==> src/design/rail_status_control_regs.vh <==
`ifndef RAIL_STATUS_CONTROL_REGS_VH
`define RAIL_STATUS_CONTROL_REGS_VH

// ****************************************************************
// Register indices (printed offsets), byte address is index times 4
// ****************************************************************
`define IDX_AUX_CTRL 8'hae
`define IDX_PG_STATUS_A 8'hb0
`define IDX_PG_STATUS_B 8'hb1
`define IDX_FAULT_A 8'hb2
`define IDX_IRQ_MASK 8'hc0
`define IDX_ESD_CTRL 8'hc1
`define IDX_ESD_STATUS 8'hc2

// ****************************************************************
// Reset values
// ****************************************************************
`define RST_AUX_CTRL 8'h7d
`define RST_STATUS 8'h00
`define RST_IRQ_MASK 8'h00

// ****************************************************************
// Field positions
// ****************************************************************
`define AUX_DISCH_HI 7
`define AUX_DISCH_LO 6
`define AUX_SDWN_BIT 5
`define AUX_VID_HI 4
`define AUX_VID_LO 1
`define AUX_EN_BIT 0
`define PG_A_VALID 8'hbf
`define PG_B_VALID 8'h39
`define FAULT_A_VALID 8'hbf
`define ESD_CTRL_VALID 8'h03
`define ESD_SEL_HI 1
`define ESD_SEL_LO 0

// ****************************************************************
// Discharge codes
// ****************************************************************
`define DISCH_NONE 2'h0
`define DISCH_100 2'h1
`define DISCH_200 2'h2
`define DISCH_500 2'h3

// ****************************************************************
// Shutdown durations in microseconds and clock rate in MHz
// ****************************************************************
`define CLK_MHZ 250
`define ESD_TIME_0_US 1000
`define ESD_TIME_1_US 5000
`define ESD_TIME_2_US 10000
`define ESD_TIME_3_US 100000
`define ESD_CNT_W 25

`endif

==> src/design/esd_off_timer.v <==
`timescale 1ns/10ps
`include "rail_status_control_regs.vh"

// Counts an emergency-shutdown off interval; busy while counting
module esd_off_timer #(
    parameter [24:0] CYC_0 = 25'd250000,
    parameter [24:0] CYC_1 = 25'd1250000,
    parameter [24:0] CYC_2 = 25'd2500000,
    parameter [24:0] CYC_3 = 25'd25000000
) (
    input wire ref_clk_i,
    input wire reset_i,
    input wire start_i,
    input wire [1:0] sel_i,
    output wire busy_o
);

    reg [`ESD_CNT_W-1:0] count_r;
    wire [`ESD_CNT_W-1:0] one_c;

    assign one_c = {{(`ESD_CNT_W-1){1'b0}}, 1'b1};

    // Load interval less the start cycle, then count down to zero
    always @(posedge ref_clk_i) begin
        if (reset_i) begin
            count_r <= {`ESD_CNT_W{1'b0}};
        end else if (start_i) begin
            case (sel_i)
                2'h0: count_r <= CYC_0 - one_c;
                2'h1: count_r <= CYC_1 - one_c;
                2'h2: count_r <= CYC_2 - one_c;
                default: count_r <= CYC_3 - one_c;
            endcase
        end else if (count_r != {`ESD_CNT_W{1'b0}}) begin
            count_r <= count_r - {{(`ESD_CNT_W-1){1'b0}}, 1'b1};
        end
    end

    assign busy_o = (count_r != {`ESD_CNT_W{1'b0}});

endmodule // esd_off_timer

==> src/design/rail_status_control_regs.v <==
// Register access over APB was decided locally.
`timescale 1ns/10ps
`include "rail_status_control_regs.vh"

// What this block does
// RQ1 - Discharge field bits 7-6 picks none, 100, 200 or 500 ohm
// RQ2 - Participation bit 0: regulator forced off during emergency interval
// RQ3 - Participation bit 1: only the enable bit governs the regulator
// RQ4 - Voltage code bits 4-1 held and driven to the regulator
// RQ5 - Bit 0 enables regulator; whole control register read/write
// RQ6 - Status A: second linear rail bit 7, step-down six..one bits 5..0
// RQ7 - Status A at B0h, resets zero, fully read-only
// RQ8 - Status B: five volt bit 5, aux 4, termination 3, third linear 0
// RQ9 - Status B at B1h, resets zero, read-only, reserved read zero
// RQ10 - Fault A bit sets when its rail loses regulation
// RQ11 - Fault bit stays set until host writes one to it
// RQ12 - Fault A at B2h, resets to zero
// RQ13 - Writing zero keeps fault bit; fault survives regulation recovery
// RQ14 - Reserved status and fault bits read zero, writes ignored
module rail_status_control_regs #(
    parameter [24:0] ESD_CYC_0 = `ESD_TIME_0_US * `CLK_MHZ,
    parameter [24:0] ESD_CYC_1 = `ESD_TIME_1_US * `CLK_MHZ,
    parameter [24:0] ESD_CYC_2 = `ESD_TIME_2_US * `CLK_MHZ,
    parameter [24:0] ESD_CYC_3 = `ESD_TIME_3_US * `CLK_MHZ
) (
    input wire ref_clk_i,
    input wire reset_i,
    input wire psel_i,
    input wire penable_i,
    input wire pwrite_i,
    input wire [11:0] paddr_i,
    input wire [31:0] pwdata_i,
    input wire [3:0] pstrb_i,
    output reg [31:0] prdata_o,
    output wire pready_o,
    output wire pslverr_o,
    input wire second_linear_in_range_i,
    input wire [5:0] step_down_in_range_i,
    input wire fixed_five_in_range_i,
    input wire aux_in_range_i,
    input wire termination_in_range_i,
    input wire third_linear_in_range_i,
    input wire emergency_shutdown_i,
    output wire [1:0] aux_discharge_select_o,
    output wire [3:0] aux_voltage_code_o,
    output wire aux_regulator_on_o,
    output wire irq_o
);

    // ************************************************************
    // Bus decode
    // ************************************************************
    localparam [1:0] ST_IDLE = 2'h0;
    localparam [1:0] ST_ACCESS = 2'h1;
    localparam [1:0] ST_DONE = 2'h2;

    reg [1:0] state_r;
    reg [1:0] state_nxt;
    reg [7:0] aux_ctrl_r;
    reg [7:0] pg_a_r;
    reg [7:0] pg_b_r;
    reg [7:0] fault_a_r;
    reg [7:0] fault_a_nxt;
    reg [7:0] prev_pg_a_r;
    reg [7:0] irq_mask_r;
    reg [1:0] esd_sel_r;
    reg esd_prev_r;
    reg esd_seen_r;
    reg [7:0] rd_mux;
    wire [7:0] idx;
    wire addr_ok;
    wire access;
    wire wr_en;
    wire lane0;
    wire [7:0] wbyte;
    wire [7:0] pg_a_now;
    wire [7:0] pg_b_now;
    wire [7:0] loss_a;
    wire esd_start;
    wire esd_busy;

    // Word index from byte address; upper and low bits must match
    function hit;
        input [7:0] index;
        input [7:0] target;
        begin
            hit = (index == target);
        end
    endfunction

    assign idx = paddr_i[9:2];
    assign addr_ok = (paddr_i[1:0] == 2'h0) && (paddr_i[11:10] == 2'h0) &&
        (hit(idx, `IDX_AUX_CTRL) || hit(idx, `IDX_PG_STATUS_A) ||
         hit(idx, `IDX_PG_STATUS_B) || hit(idx, `IDX_FAULT_A) ||
         hit(idx, `IDX_IRQ_MASK) || hit(idx, `IDX_ESD_CTRL) ||
         hit(idx, `IDX_ESD_STATUS));
    assign access = psel_i && penable_i && (state_r == ST_ACCESS);
    assign wr_en = access && pwrite_i && addr_ok && lane0;
    assign lane0 = pstrb_i[0];
    assign wbyte = pwdata_i[7:0];

    // No wait state: setup, then answer in the first access cycle
    always @* begin
        state_nxt = state_r;
        case (state_r)
            ST_IDLE: begin
                if (psel_i && !penable_i) begin
                    state_nxt = ST_ACCESS;
                end
            end
            ST_ACCESS: begin
                state_nxt = ST_DONE;
            end
            ST_DONE: begin
                state_nxt = ST_IDLE;
            end
            default: begin
                state_nxt = ST_IDLE;
            end
        endcase
    end

    // Ready and error are valid in the access phase only
    assign pready_o = access;
    assign pslverr_o = access && !addr_ok;

    always @(posedge ref_clk_i) begin
        if (reset_i) begin
            state_r <= ST_IDLE;
        end else if (state_r == ST_ACCESS) begin
            state_r <= ST_IDLE;
        end else begin
            state_r <= state_nxt;
        end
    end

    // ************************************************************
    // Control, interrupt mask and shutdown select registers
    // ************************************************************
    always @(posedge ref_clk_i) begin
        if (reset_i) begin
            aux_ctrl_r <= `RST_AUX_CTRL; // RQ5
            irq_mask_r <= `RST_IRQ_MASK;
            esd_sel_r <= 2'h0;
        end else if (wr_en) begin
            if (hit(idx, `IDX_AUX_CTRL)) begin
                aux_ctrl_r <= wbyte; // RQ5
            end
            if (hit(idx, `IDX_IRQ_MASK)) begin
                irq_mask_r <= wbyte & `FAULT_A_VALID;
            end
            if (hit(idx, `IDX_ESD_CTRL)) begin
                esd_sel_r <= wbyte[`ESD_SEL_HI:`ESD_SEL_LO];
            end
        end
    end

    // Discharge and voltage code go straight to the regulator
    assign aux_discharge_select_o =
        aux_ctrl_r[`AUX_DISCH_HI:`AUX_DISCH_LO]; // RQ1
    assign aux_voltage_code_o = aux_ctrl_r[`AUX_VID_HI:`AUX_VID_LO]; // RQ4

    // ************************************************************
    // Emergency shutdown
    // ************************************************************
    always @(posedge ref_clk_i) begin
        if (reset_i) begin
            esd_prev_r <= 1'b0;
            esd_seen_r <= 1'b0;
        end else begin
            esd_prev_r <= emergency_shutdown_i;
            if (esd_start) begin
                esd_seen_r <= 1'b1;
            end else if (wr_en && hit(idx, `IDX_ESD_STATUS) && wbyte[0]) begin
                esd_seen_r <= 1'b0;
            end
        end
    end

    assign esd_start = emergency_shutdown_i && !esd_prev_r;

    esd_off_timer #(
        .CYC_0(ESD_CYC_0),
        .CYC_1(ESD_CYC_1),
        .CYC_2(ESD_CYC_2),
        .CYC_3(ESD_CYC_3)
    ) u_esd_timer (
        .ref_clk_i(ref_clk_i),
        .reset_i(reset_i),
        .start_i(esd_start),
        .sel_i(esd_sel_r),
        .busy_o(esd_busy)
    );

    // Participation clear: off while shutdown interval runs
    assign aux_regulator_on_o = aux_ctrl_r[`AUX_EN_BIT] && // RQ5
        (aux_ctrl_r[`AUX_SDWN_BIT] || // RQ3
         !(esd_busy || esd_start)); // RQ2

    // ************************************************************
    // Status and fault
    // ************************************************************
    assign pg_a_now = {second_linear_in_range_i, 1'b0,
        step_down_in_range_i}; // RQ6
    assign pg_b_now = {2'h0, fixed_five_in_range_i, aux_in_range_i,
        termination_in_range_i, 2'h0, third_linear_in_range_i}; // RQ8
    assign loss_a = prev_pg_a_r & ~pg_a_now & `FAULT_A_VALID; // RQ10

    // Write one clears; a new loss in the same cycle wins
    always @* begin
        fault_a_nxt = fault_a_r;
        if (wr_en && hit(idx, `IDX_FAULT_A)) begin
            fault_a_nxt = fault_a_r & ~wbyte; // RQ11 RQ13
        end
        fault_a_nxt = (fault_a_nxt | loss_a) & `FAULT_A_VALID; // RQ10 RQ14
    end

    always @(posedge ref_clk_i) begin
        if (reset_i) begin
            pg_a_r <= `RST_STATUS; // RQ7
            pg_b_r <= `RST_STATUS; // RQ9
            prev_pg_a_r <= `RST_STATUS;
            fault_a_r <= `RST_STATUS; // RQ12
        end else begin
            pg_a_r <= pg_a_now & `PG_A_VALID; // RQ7 RQ14
            pg_b_r <= pg_b_now & `PG_B_VALID; // RQ9 RQ14
            prev_pg_a_r <= pg_a_now;
            fault_a_r <= fault_a_nxt;
        end
    end

    // Level interrupt while any unmasked fault is pending
    assign irq_o = |(fault_a_r & irq_mask_r);

    // ************************************************************
    // Read data
    // ************************************************************
    always @* begin
        rd_mux = 8'h00;
        if (hit(idx, `IDX_AUX_CTRL)) begin
            rd_mux = aux_ctrl_r;
        end else if (hit(idx, `IDX_PG_STATUS_A)) begin
            rd_mux = pg_a_r; // RQ7
        end else if (hit(idx, `IDX_PG_STATUS_B)) begin
            rd_mux = pg_b_r; // RQ9
        end else if (hit(idx, `IDX_FAULT_A)) begin
            rd_mux = fault_a_r;
        end else if (hit(idx, `IDX_IRQ_MASK)) begin
            rd_mux = irq_mask_r;
        end else if (hit(idx, `IDX_ESD_CTRL)) begin
            rd_mux = {6'h00, esd_sel_r};
        end else if (hit(idx, `IDX_ESD_STATUS)) begin
            rd_mux = {6'h00, esd_busy, esd_seen_r};
        end
    end

    // Read data registered at setup, valid in the access phase
    always @(posedge ref_clk_i) begin
        if (reset_i) begin
            prdata_o <= 32'h00000000;
        end else if (psel_i && !penable_i && !pwrite_i) begin
            prdata_o <= addr_ok ? {24'h000000, rd_mux} : 32'h00000000;
        end
    end

endmodule // rail_status_control_regs

==> config.mk <==
export PLATFORM = sky130hd
export DESIGN_NAME = rail_status_control_regs
export DESIGN_NICKNAME = d
export VERILOG_FILES = /design/src/design/esd_off_timer.v /design/src/design/rail_status_control_regs.v
export VERILOG_INCLUDE_DIRS = /design/src /design/src/design
export SDC_FILE = /design/constraint.sdc
export NUM_CORES = 1
export LEC_CHECK = 0
export BUFFER_PORTS_ARGS = -buffer_cell sky130_fd_sc_hd__buf_2
export CAP_MARGIN = 20
export CORE_ASPECT_RATIO = 0.9
export CORE_MARGIN = 2
export CORE_UTILIZATION = 53
export CTS_CLUSTER_DIAMETER = 150
export DETAILED_ROUTE_END_ITERATION = 10
export HOLD_SLACK_MARGIN = 0.1
export PLACE_DENSITY_LB_ADDON = 0.15
export SYNTH_ARGS = -nofsm -noshare
export SYNTH_HDL_FRONTEND = slang
export SYNTH_HIERARCHICAL = 1
export SYNTH_SLANG_ARGS = --single-unit
==> constraint.sdc <==
create_clock -name ref_clk_i -period 5.6 [get_ports ref_clk_i]
set_clock_uncertainty 0.05 [all_clocks]
set_input_delay 1.4 -clock ref_clk_i [delete_from_list [all_inputs] [get_ports ref_clk_i]]
set_output_delay 1.4 -clock ref_clk_i [all_outputs]
set_load 0.005 [all_outputs]
# == After elaboration in Yosys (flattened, before gate mapping) ==
# Index checks and enable logic that the tools add are counted.
# word_totals
output_inout_bits,42
in_bits,65
wordCells,85
reg_bits,101
# op_classes
add_sub_neg,1
eq_ne,9
n_mux,14
n_bitwise,7
n_reduce_logical,40
# op_table
operator,n
$pmux W25 S3,1
$eq A8 B8 Y1 const B,7
$mux W8,7
$mux W25,2
$reduce_bool A25 Y1,1
$sub A25 B1 Y25 const B,1
$and A8 B8 Y8,3
$not A8 Y8,2
$logic_and A1 B1 Y1,15
$logic_not A2 Y1,4
$logic_or A1 B1 Y1,8
$or A8 B8 Y8,1
$reduce_or A8 Y1,1
$reduce_and A2 Y1,3
$logic_not A1 Y1,5
$mux W2,2
$reduce_bool A2 Y1,2
$reduce_or A3 Y1,1
$eq A2 B1 Y1 const B,1
$eq A2 B2 Y1 const B,1
$mux W1,2
$not A1 Y1,1

# == Logic depth before layout (Yosys ltp) ==
# Gate-level depths: netlist (run 1).
# depth
depth_word,14
mapped_depth,11
ltp_nobuf,10

# == Cells and area by module ==
# Netlist (run 1), hierarchy kept.
# modules_own_cells
module,seq_area_each_um2,cells_each,area_each_um2,instances
rail_status_control_regs,920.9,283,2421.1,1
esd_off_timer,500.5,175,1490.2,1

# == Worst setup path after synthesis (run 1) ==
# OpenSTA, ideal clock, no wires.
# synth_path
kind,input to output
from,input port paddr_i[3]
to,output port pslverr_o
stages,6
n_path_buf,2
setup_slack_ps,1837
arrival_ps,2313
required_ps,4150
cell_sequence,buf_2 and4b_1 buf_4 o21ai_1 a22oi_1 a21oi_1
# synth_via
elab_chain_cells,10
word_cells_on_any_way,16
cone_classes,eq/ne: 7; reduce/logical: 9
# synth_lines
element,line_no,rtl
start: declaration,rail_status_control_regs.v:31,"input wire [11:0] paddr_i,"
$eq A8 B8 Y1,rail_status_control_regs.v:87,hit = (index == target);
$logic_or A1 B1 Y1 (5 in series),rail_status_control_regs.v:93,"(hit(idx, `IDX_AUX_CTRL) || hit(idx, `IDX_PG_STATUS_A) ||"
$logic_or A1 B1 Y1 (*),rail_status_control_regs.v:93,
$logic_and A1 B1 Y1 (*),rail_status_control_regs.v:92,assign addr_ok = (paddr_i[1:0] == 2'h0) && (paddr_i[11:10] == 2'h0) &&
$logic_not A1 Y1 (*),rail_status_control_regs.v:125,assign pslverr_o = access && !addr_ok;
$logic_and A1 B1 Y1 (*),rail_status_control_regs.v:125,
end: declaration,rail_status_control_regs.v:36,"output wire pslverr_o,"
# Every way passes the cells marked *; elsewhere a longest branch is shown, timed or not.

# == Final worst setup path (run 1) ==
# layout_path
from,register u_esd_timer.count_r[0]
to,output port aux_regulator_on_o
# layout_via
elab_chain_cells,5
# layout_lines
element,line_no,rtl
start: declaration,esd_off_timer.v:18,reg [`ESD_CNT_W-1:0] count_r;
start signal: assignment,esd_off_timer.v:26,count_r <= {`ESD_CNT_W{1'b0}};
start signal: assignment,esd_off_timer.v:29,2'h0: count_r <= CYC_0 - one_c;
start signal: assignment,esd_off_timer.v:30,2'h1: count_r <= CYC_1 - one_c;
$reduce_bool A25 Y1,esd_off_timer.v:39,assign busy_o = (count_r != {`ESD_CNT_W{1'b0}});
net esd_busy,rail_status_control_regs.v:80,wire esd_busy;
$logic_or A1 B1 Y1,rail_status_control_regs.v:198,!(esd_busy || esd_start));
$logic_not A1 Y1,rail_status_control_regs.v:198,
$logic_or A1 B1 Y1,rail_status_control_regs.v:197,(aux_ctrl_r[`AUX_SDWN_BIT] ||
$logic_and A1 B1 Y1,rail_status_control_regs.v:196,assign aux_regulator_on_o = aux_ctrl_r[`AUX_EN_BIT] &&
end: declaration,rail_status_control_regs.v:46,"output wire aux_regulator_on_o,"
# The timed path passes the listed nets, and every way through them passes these cells.

==> flow_summary.yaml, run 1 <==
outcome:
  outcome: "finished, final reports clean"
detailed_routing:
  drt_iter0_markers: 348
  post-route-drc-count: 0
  wl_per_cell_um: 16.3
  antenna_left: 0
  vias: 3538
  wirelength_mm: 9.75
  viasPerCell: 5.92
  first_pass_iters: 5
yosys:
  synth.area.mux_share_pct: 1.02
  postSynthAreaPerCell_sq_um: 8.54
  syn_area_sq_um: 3910
  ys_types: 63
  synth_top_family_by_area: "simple AND/OR/NAND/NOR gates"
  ys_async_sr_fraction_pct: 0
  synthXorXnorAreaFrac_pct: 4.03
  synth_warnings: 6
  ys.flop_type: "dfxtp_1"
  synth_edf_count: 0
  synth-compound-area-share_pct: 18.9
  synthAdderAreaFrac_pct: 2.24
  synth-seq-area-share_pct: 36.3
  synth_simple_gate_area_share_pct: 28.1
  netlist_instances: 458
  synth-seq-cells: 71
floorplan:
  fp.dieW_um: 94.6
  rows: 29
  core_sq_um: 7110
  die_h_um: 85.5
  ios: 107
  design.die.area_sq_um: 8080
  initial_core_util_pct: 55.0
cts:
  cts_tree: "done"
  clk_path_buf_depth: 2
  cts_made_buffers: 9
  clock-sinks: 71
  cts_setup_buffers: 0
  clkSlewWorstSetupHoldPaths_ns: 0.08
  insertion_delay_ns: 0.35
  ctsHoldBuffers: 0
  h-tree-depth: 3
  cts_root_buf: "clkbuf_8"
  ctsResizeCount: 0
worst_hold_path:
  hp-class: "reg -> reg"
  hp-start: "state_r[0]"
  worstHoldEndpoint: "state_r[0]"
  hold_depth: 1
run:
  cap_violations: 0
worst_setup_path:
  r2r_end: "prdata_o[1]"
  worst-r2r-cell-count: 10
  crit_path_end_kind: "output port"
  crit_type: "reg -> out"
  cp_max_fo: 9
  rrSetupSlack_ns: 2.59
  crit_path_max_incr_delay_ns: 0.71
  required_ns: 4.15
  crit_chain: "inv_1 > ha_1 > nor4b_1 > nand4_1 > or4_1 > nor2_1 > o21a_1 > buf_2"
  rr_startpoint: "u_esd_timer/count_r[0]"
  startpoint_type: "register"
  crit_path_top_delay_cell: "or4_1"
  arrival_ns: 2.86
sta:
  rsz0062_at_grt: "no"
  max_slew.worst_pin.slew_ns: 1.04
  finalHoldViolCount: 0
  worst_slack_ns: 1.29
  min_period_over_period_pct: 77.0
  whs_ns: 0.376
  fmax_mhz: 232
  setup_tns_ns: 0
  period_needed_ns: 4.31
  slew_headroom_pct: 30.8
  drv_slew: 0
  setup_viol: 0
power_and_ir_drop:
  pwr_density_cell_nw_per_um2: 281
  p_leak_nw: 1.67
  totalPowerFinal_mw: 1.22
  peakVddDrop_uv: 156
place:
  hpwl_mm: 7.05
  place.gp.congestion: 0.918
  preCtsSetupSlack_ns: 1.42
  portBuffers: 55
layout:
  syn_to_final_growth_pct: 10.6
  drive_gt1_share_pct: 18.6
  final_cell_mix: "dfxtp_1 (71), buf_2 (55), a21oi_1 (33), nor2_1 (30), nand2_1 (29)"
  layout.nets: 572
  n_antenna_cell: 0
  final_common_cell: "dfxtp_1"
global_route:
  overflow: 0
  grt_pass1_wl_mm: 15.8
  use_met3_pct: 5.18
  grt_busiest_layer: "met1"
  met2_usage_pct: 34.4
  grtUsageTotal_pct: 25.1
  grt_max_degree: 42
  grt_pass1_vias: 3068
  grtUsageMet1_pct: 39.4
  antenna_found_initial: 0
==> state kept, by name, summed over array words and instances, names as in the netlist, 2 cells and up <==
name,count
aux_ctrl_r,8
esd_sel_r,2
fault_a_r,7
irq_mask_r,7
pg_b_r,4
prdata_o,8
prev_pg_a_r,7
u_esd_timer/count_r,25
==> per-layer routing <==
| layer | up-vias | wire [um] |
|---|---|---|
| li1 | 1705 | - |
| met1 | 1669 | 4760 |
| met2 | 157 | 4120 |
| met3 | 7 | 786 |
| met4 | 0 | 88 |
| met5 | - | 0 |
==> per-stage QoR <==
stage | std cells | cell area [sq um] | utilization, %
floorplan | 481 | 4000 | -
global placement | 582 | 4080 | 57.4
detailed placement | 582 | 4080 | 57.4
CTS | 598 | 4330 | 60.8
global route | 598 | 4330 | 60.8
finish | 598 | 4330 | 60.8
==> cell families (layout without fill, tap and decap cells) <==
family / Yosys count / count (layout)
other: 1 / 24
XOR/XNOR: 18 / 18
AND/OR/NAND/NOR: 187 / 187
AO/OA/AOI/OAI: 111 / 111
flip-flops: 71 / 71
buffers and inverters: 59 / 83
multiplexers: 4 / 4
adder cells (fa/ha/maj): 7 / 7
==> cell type report <==
class	instances	area (sq um)
clock buffer	10	138
clock inverter	6	108
fill	656	2790
inverter	9	33.8
multi-input combinational	351	2210
sequential	71	1420
tap	93	116
timing repair buffer	58	298
==> report_power, final <==
group          internal, mW  total (mW)  switching, mW
Sequential            0.527       0.553         0.0260
Combinational        0.0682       0.164         0.0954
Clock                 0.306       0.499          0.193
==> synth_stat cells, drive strengths merged (7+ instances only) <==
master  number  area (sq um)
nand3       31           170
nand2       30           115
and3         7          43.8
nand4        8          50.1
or4          9          78.8
nor3        14          91.3
dfxtp       71          1420
clkbuf      11          41.3
o31ai        7          52.6
o21a         9          67.6
nor2        30           113
nor2b       23           144
a22oi       10          75.1
xnor2       11          96.3
o21ai       17          85.1
a21oi       36           191
nor4        10          90.1
buf         39           290
xor2         7          61.3
inv          9          33.8
ha           7          87.6
==> worst max path at each step <==
stage	endpoint	startpoint	slack, ns	cells past startpoint
2_1_floorplan	pslverr_o	paddr_i[3]	1.84	6
3_3_place_gp	pslverr_o	paddr_i[3]	1.41	6
3_5_place_dp	pslverr_o	paddr_i[3]	1.42	6
4_1_cts	aux_regulator_on_o	u_esd_timer/count_r[0]	1.35	8
5_1_grt	aux_regulator_on_o	u_esd_timer/count_r[0]	1.14	8
6_report	aux_regulator_on_o	u_esd_timer/count_r[0]	1.29	8
==> critical path: cells and delay by family, from the launching register on <==
family / cells / cell delay [ns]
adder cells (fa/ha/maj): 1 / 0.16
buffers and inverters: 2 / 0.23
AND/OR/NAND/NOR: 4 / 1.64
AO/OA/AOI/OAI: 1 / 0.14
flip-flops: 1 / 0.34
No activity file was read; power rests on OpenSTA's default activity.
==> run 2: changes to the inputs <==
ABC_AREA = 1   (was unset)
CORE_UTILIZATION = 49   (was 53)
clock period = 3.5 ns   (was 5.6 ns; I/O delays follow)
==> flow_summary.yaml, run 2 <==
power_and_ir_drop:
  p_leak_nw: 2.43
  totalPowerFinal_mw: 1.93
  pwr_density_cell_nw_per_um2: 406
  peakVddDrop_uv: 214
cts:
  clock-sinks: 71
  insertion_delay_ns: 0.36
  h-tree-depth: 3
  cts_setup_buffers: 0
  clk_path_buf_depth: 2
  ctsResizeCount: 0
  cts_root_buf: "clkbuf_8"
  clkSlewWorstSetupHoldPaths_ns: 0.09
  cts_made_buffers: 9
  cts_tree: "done"
  ctsHoldBuffers: 0
place:
  portBuffers: 55
  hpwl_mm: 8.47
  preCtsSetupSlack_ns: 0.473
  place.gp.congestion: 0.926
  post_dp_cell_area_sq_um: 4580
yosys:
  ys_types: 38
  synth_top_cell_area_share_pct: 32.7
  postSynthAreaPerCell_sq_um: 6.63
  synth_warnings: 6
  syn_area_sq_um: 4350
  ys_async_sr_fraction_pct: 0
  yosysMostFrequentCell: "nand2_1"
  netlist_instances: 656
  synth-seq-area-share_pct: 32.7
  synth_common_cells: "nand2_1 (168), nor2_1 (85), inv_1 (82)"
  synth_edf_count: 0
  synth-seq-cells: 71
  synth_area_leader_cell: "dfxtp_1"
  netlist_top_cells_area: "dfxtp_1 (33%), nand2_1 (15%), nor2_1 (7.3%)"
  ys.flop_type: "dfxtp_1"
sta:
  drv_slew: 0
  worst_slack_ns: 0.629
  min_period_over_period_pct: 82.0
  period_needed_ns: 2.87
  max_slew.worst_pin.slew_ns: 0.690
  rsz0062_at_grt: "no"
  finalHoldViolCount: 0
  setup_tns_ns: 0
  slew_headroom_pct: 53.7
  fmax_mhz: 348
  setup_viol: 0
layout:
  n_antenna_cell: 0
  post-route-util_pct: 55.3
  largest_reg_flops: 25
  layout.nets: 780
  reg.largest.list: "u_esd_timer/count_r (25), aux_ctrl_r (8), prdata_o (8)"
  postLayoutCellArea_sq_um: 4760
  syn_to_final_growth_pct: 9.56
  drive_gt1_share_pct: 18.7
  final_cell_mix: "nand2_1 (168), nor2_1 (85), inv_1 (82), dfxtp_1 (71), buf_2 (55)"
  regMostFlops: "u_esd_timer/count_r"
  final_common_cell: "nand2_1"
detailed_routing:
  wirelength_mm: 11.1
  vias: 4126
  post-route-drc-count: 0
  antenna_left: 0
  viasPerCell: 4.96
  wl_per_cell_um: 13.4
  drt_iter0_markers: 248
  first_pass_iters: 5
floorplan:
  core_sq_um: 8610
  rows: 32
  design.die.area_sq_um: 9640
  initial_core_util_pct: 50.5
  ios: 107
  die_h_um: 93.4
  fp.dieW_um: 103
worst_setup_path:
  startpoint_type: "input pin"
  cp_max_fo: 5
  arrival_ns: 1.95
  required_ns: 2.57
  crit_type: "in -> out"
  crit_path_max_incr_delay_ns: 0.21
  crit_path_top_delay_cell: "nor2_2"
  crit_path_end_kind: "output port"
  crit_chain: "buf_2 > inv_1 > nand2_1 > nor2_2 > nand2_1 > nand3_1 > nor2_1 > nor2_2 > nor2_1 > buf_2"
worst_hold_path:
  hp-class: "reg -> reg"
global_route:
  grt_pass1_wl_mm: 18.0
  grt_pass1_vias: 3768
  overflow: 0
  grt_max_degree: 43
  grtUsageTotal_pct: 24.3
  antenna_found_initial: 0
run:
  cap_violations: 0
outcome:
  outcome: "finished, final reports clean"
[run 2: kinds of logic (layout without fill, tap and decap cells)]
group           after synthesis  count (layout)  share of synthesized area [%]
other cells                   1              24                         0.0863
compound gates               64              64                           8.32
buf+inv                     132             166                           15.2
fa+ha+maj                     7               7                           2.01
flops                        71              71                           32.7
simple gates                374             374                           40.3
xor+xnor                      7               7                           1.41
[run 2: worst paths after layout]
check,startpoint,cells past startpoint,slack [ns],to
hold reg to reg,state_r[0],1,0.37,state_r[0]
hold / removal,state_r[0],1,0.37,state_r[0]
setup / recovery,paddr_i[6],10,0.63,pslverr_o
setup reg to reg,esd_prev_r,5,1.47,u_esd_timer/count_r[5]
[run 2: power breakdown]
group / internal (mW) / leakage (nW) / switching (mW) / total [mW]
sequential: 0.845 / 0.581 / 0.0383 / 0.883
combinational: 0.135 / 1.76 / 0.272 / 0.406
clock: 0.273 / 0.0931 / 0.370 / 0.643
total: 1.25 / 2.43 / 0.680 / 1.93
[run 2: routing by layer]
| metal | routed length, um | up-vias | part of all wire [%] | GRT usage [%] |
|---|---|---|---|---|
| met5 | 0 | - | 0 | 0 |
| met4 | 129 | 0 | 1.2 | 5.37 |
| met3 | 747 | 14 | 6.7 | 5.61 |
| met2 | 4700 | 144 | 42 | 35.6 |
| met1 | 5530 | 1853 | 50 | 36.0 |
| li1 | - | 2115 | - | - |
[run 2: critical path: cells and delay by family]
kind	cells	cell delay [ns]
buf+inv	3	0.31
simple gates	7	0.76
[run 2: layout make-up]
| cell class | count | area (sq um) |
|---|---|---|
| inverter | 89 | 334 |
| tap | 119 | 149 |
| sequential | 71 | 1420 |
| fill | 901 | 3850 |
| clock inverter | 7 | 62.6 |
| multi-input combinational | 476 | 2350 |
| clock buffer | 9 | 124 |
| timing repair buffer | 61 | 320 |
[run 2: per-stage QoR]
step | instances | hold slack (ns)
3_3_place_gp | 816 | 0.357
5_1_grt | 832 | 0.401
3_5_place_dp | 816 | 0.363
4_1_cts | 832 | 0.378
6_report | 832 | 0.372
2_1_floorplan | 679 | 0.348
==> run 3: changes to the inputs <==
ABC_AREA = 0   (was 1)
CORE_UTILIZATION = 48   (was 49)
clock period = 2.62 ns   (was 3.5 ns; I/O delays follow)
==> flow_summary.yaml, run 3 (synthesized netlist as in run 1, its figures left out) <==
outcome:
  outcome: "finished with violations"
  violations: "negative setup slack"
worst_setup_path:
  crit_path_end_kind: "output port"
  r2r_end: "prdata_o[1]"
  arrival_ns: 2.47
  rr_startpoint: "u_esd_timer/count_r[10]"
  required_ns: 1.91
  cp_max_fo: 2
  startpoint_type: "register"
  crit_type: "reg -> out"
  crit_chain: "or4_4 > or4_4 > or4_4 > nor2_4 > o21a_1 > buf_2"
  crit_family: "simple AND/OR/NAND/NOR gates"
  cpMostUsedCell: "or4_4"
  rrSetupSlack_ns: -0.18
  crit_path_top_delay_cell: "or4_4"
  crit_path_max_incr_delay_ns: 0.56
  worst-r2r-cell-count: 10
  critPathBufInv: 1
sta:
  max_slew.worst_pin.slew_ns: 0.509
  period_needed_ns: 3.17
  drv_slew: 0
  worst_slack_ns: -0.555
  slew_headroom_pct: 65.7
  finalHoldViolCount: 0
  min_period_over_period_pct: 121
  rsz0062_at_grt: "yes"
  fmax_mhz: 315
  setup_viol: 2
global_route:
  grtUsageTotal_pct: 23.5
  overflow: 0
  grt_max_degree: 26
  grt_pass1_vias: 3064
  antenna_found_initial: 0
  grt_pass1_wl_mm: 16.2
cts:
  clock-sinks: 71
  h-tree-depth: 3
  cts_tree: "done"
  cts_root_buf: "clkbuf_8"
  clk_path_buf_depth: 2
  ctsHoldBuffers: 0
  cts_made_buffers: 9
  insertion_delay_ns: 0.35
  clkSlewWorstSetupHoldPaths_ns: 0.08
worst_hold_path:
  worstHoldEndpoint: "state_r[0]"
  hold_depth: 1
  hp-start: "state_r[0]"
  hp-class: "reg -> reg"
run:
  cap_violations: 0
layout:
  regMostFlops: "u_esd_timer/count_r"
  fin_cells: 642
  drive_gt1_share_pct: 24.9
  layout.nets: 611
  final_common_cell: "dfxtp_1"
  n_antenna_cell: 0
  syn_to_final_growth_pct: 17.6
  reg.largest.list: "u_esd_timer/count_r (25), aux_ctrl_r (8), prdata_o (8)"
  largest_reg_flops: 25
  final_cell_mix: "dfxtp_1 (71), buf_2 (55), buf_4 (40), a21oi_1 (33)"
detailed_routing:
  wirelength_mm: 10.6
  viasPerCell: 5.75
  wl_met3_um: 871
  post-route-drc-count: 0
  drt_iter0_markers: 369
  antenna_left: 0
  vias: 3692
  routed-wl-met2_mm: 4.24
  first_pass_iters: 5
  dr.max_layer_used: "met4"
  met1_length_mm: 5.35
  wl_per_cell_um: 16.4
place:
  dp_cells: 624
  portBuffers: 55
  place.gp.congestion: 0.957
  hpwl_mm: 7.73
floorplan:
  core_sq_um: 7990
  ios: 107
  design.die.area_sq_um: 8890
  rows: 31
  fp.dieW_um: 99.2
  die_h_um: 89.6
  initial_core_util_pct: 49.0
power_and_ir_drop:
  p_leak_nw: 1.85
  totalPowerFinal_mw: 2.47
  peakVddDrop_uv: 272
  pwr_density_cell_nw_per_um2: 536
[run 3: final cells by class]
type / instances / area [sq um]
fill: 761 / 3390
clock inverter: 6 / 62.6
inverter: 9 / 33.8
timing repair buffer: 97 / 607
clock buffer: 9 / 124
tap: 99 / 124
sequential: 71 / 1420
multi-input combinational: 351 / 2230
[run 3: timing repair]
item	CTS	global route
resized for setup	4	1
buffers inserted	3	0
endpoints found under the setup margin	2	3
pin swaps	2	1
[run 3: worst max-delay path by stage]
| stage | to | cells after the start | startpoint | slack (ns) |
|---|---|---|---|---|
| floorplan | aux_regulator_on_o | 6 | u_esd_timer/count_r[10] | -0.14 |
| global placement | aux_regulator_on_o | 6 | u_esd_timer/count_r[10] | -0.21 |
| detailed placement | aux_regulator_on_o | 6 | u_esd_timer/count_r[10] | -0.22 |
| CTS | aux_regulator_on_o | 6 | u_esd_timer/count_r[10] | -0.57 |
| global route | aux_regulator_on_o | 6 | u_esd_timer/count_r[10] | -0.63 |
| finish | aux_regulator_on_o | 6 | u_esd_timer/count_r[10] | -0.55 |
[run 3: through the flow]
step	hold slack, ns	cell area [sq um]	utilization (%)	worst slack [ns]	TNS, ns
final	0.380	4600	57.6	-0.555	-0.734
after CTS	0.383	4590	57.5	-0.572	-0.755
after global routing	0.405	4600	57.6	-0.626	-0.941
after global placement	0.355	4370	54.7	-0.215	-0.290
after detailed placement	0.372	4370	54.7	-0.224	-0.332
after floorplan	0.348	4010	-	-0.140	-0.140
[run 3: power by group]
group / leakage (nW) / total (mW) / internal, mW / switching, mW
Clock: 0.0988 / 0.854 / 0.432 / 0.422
Combinational: 1.17 / 0.446 / 0.206 / 0.241
Sequential: 0.581 / 1.17 / 1.13 / 0.0409
[run 3: per-layer routing]
layer  GRT usage [%]  up-vias
met3            5.42        8
met2            31.9      167
li1                -     1782
met4            5.85        0
met5               0        -
met1            36.9     1735
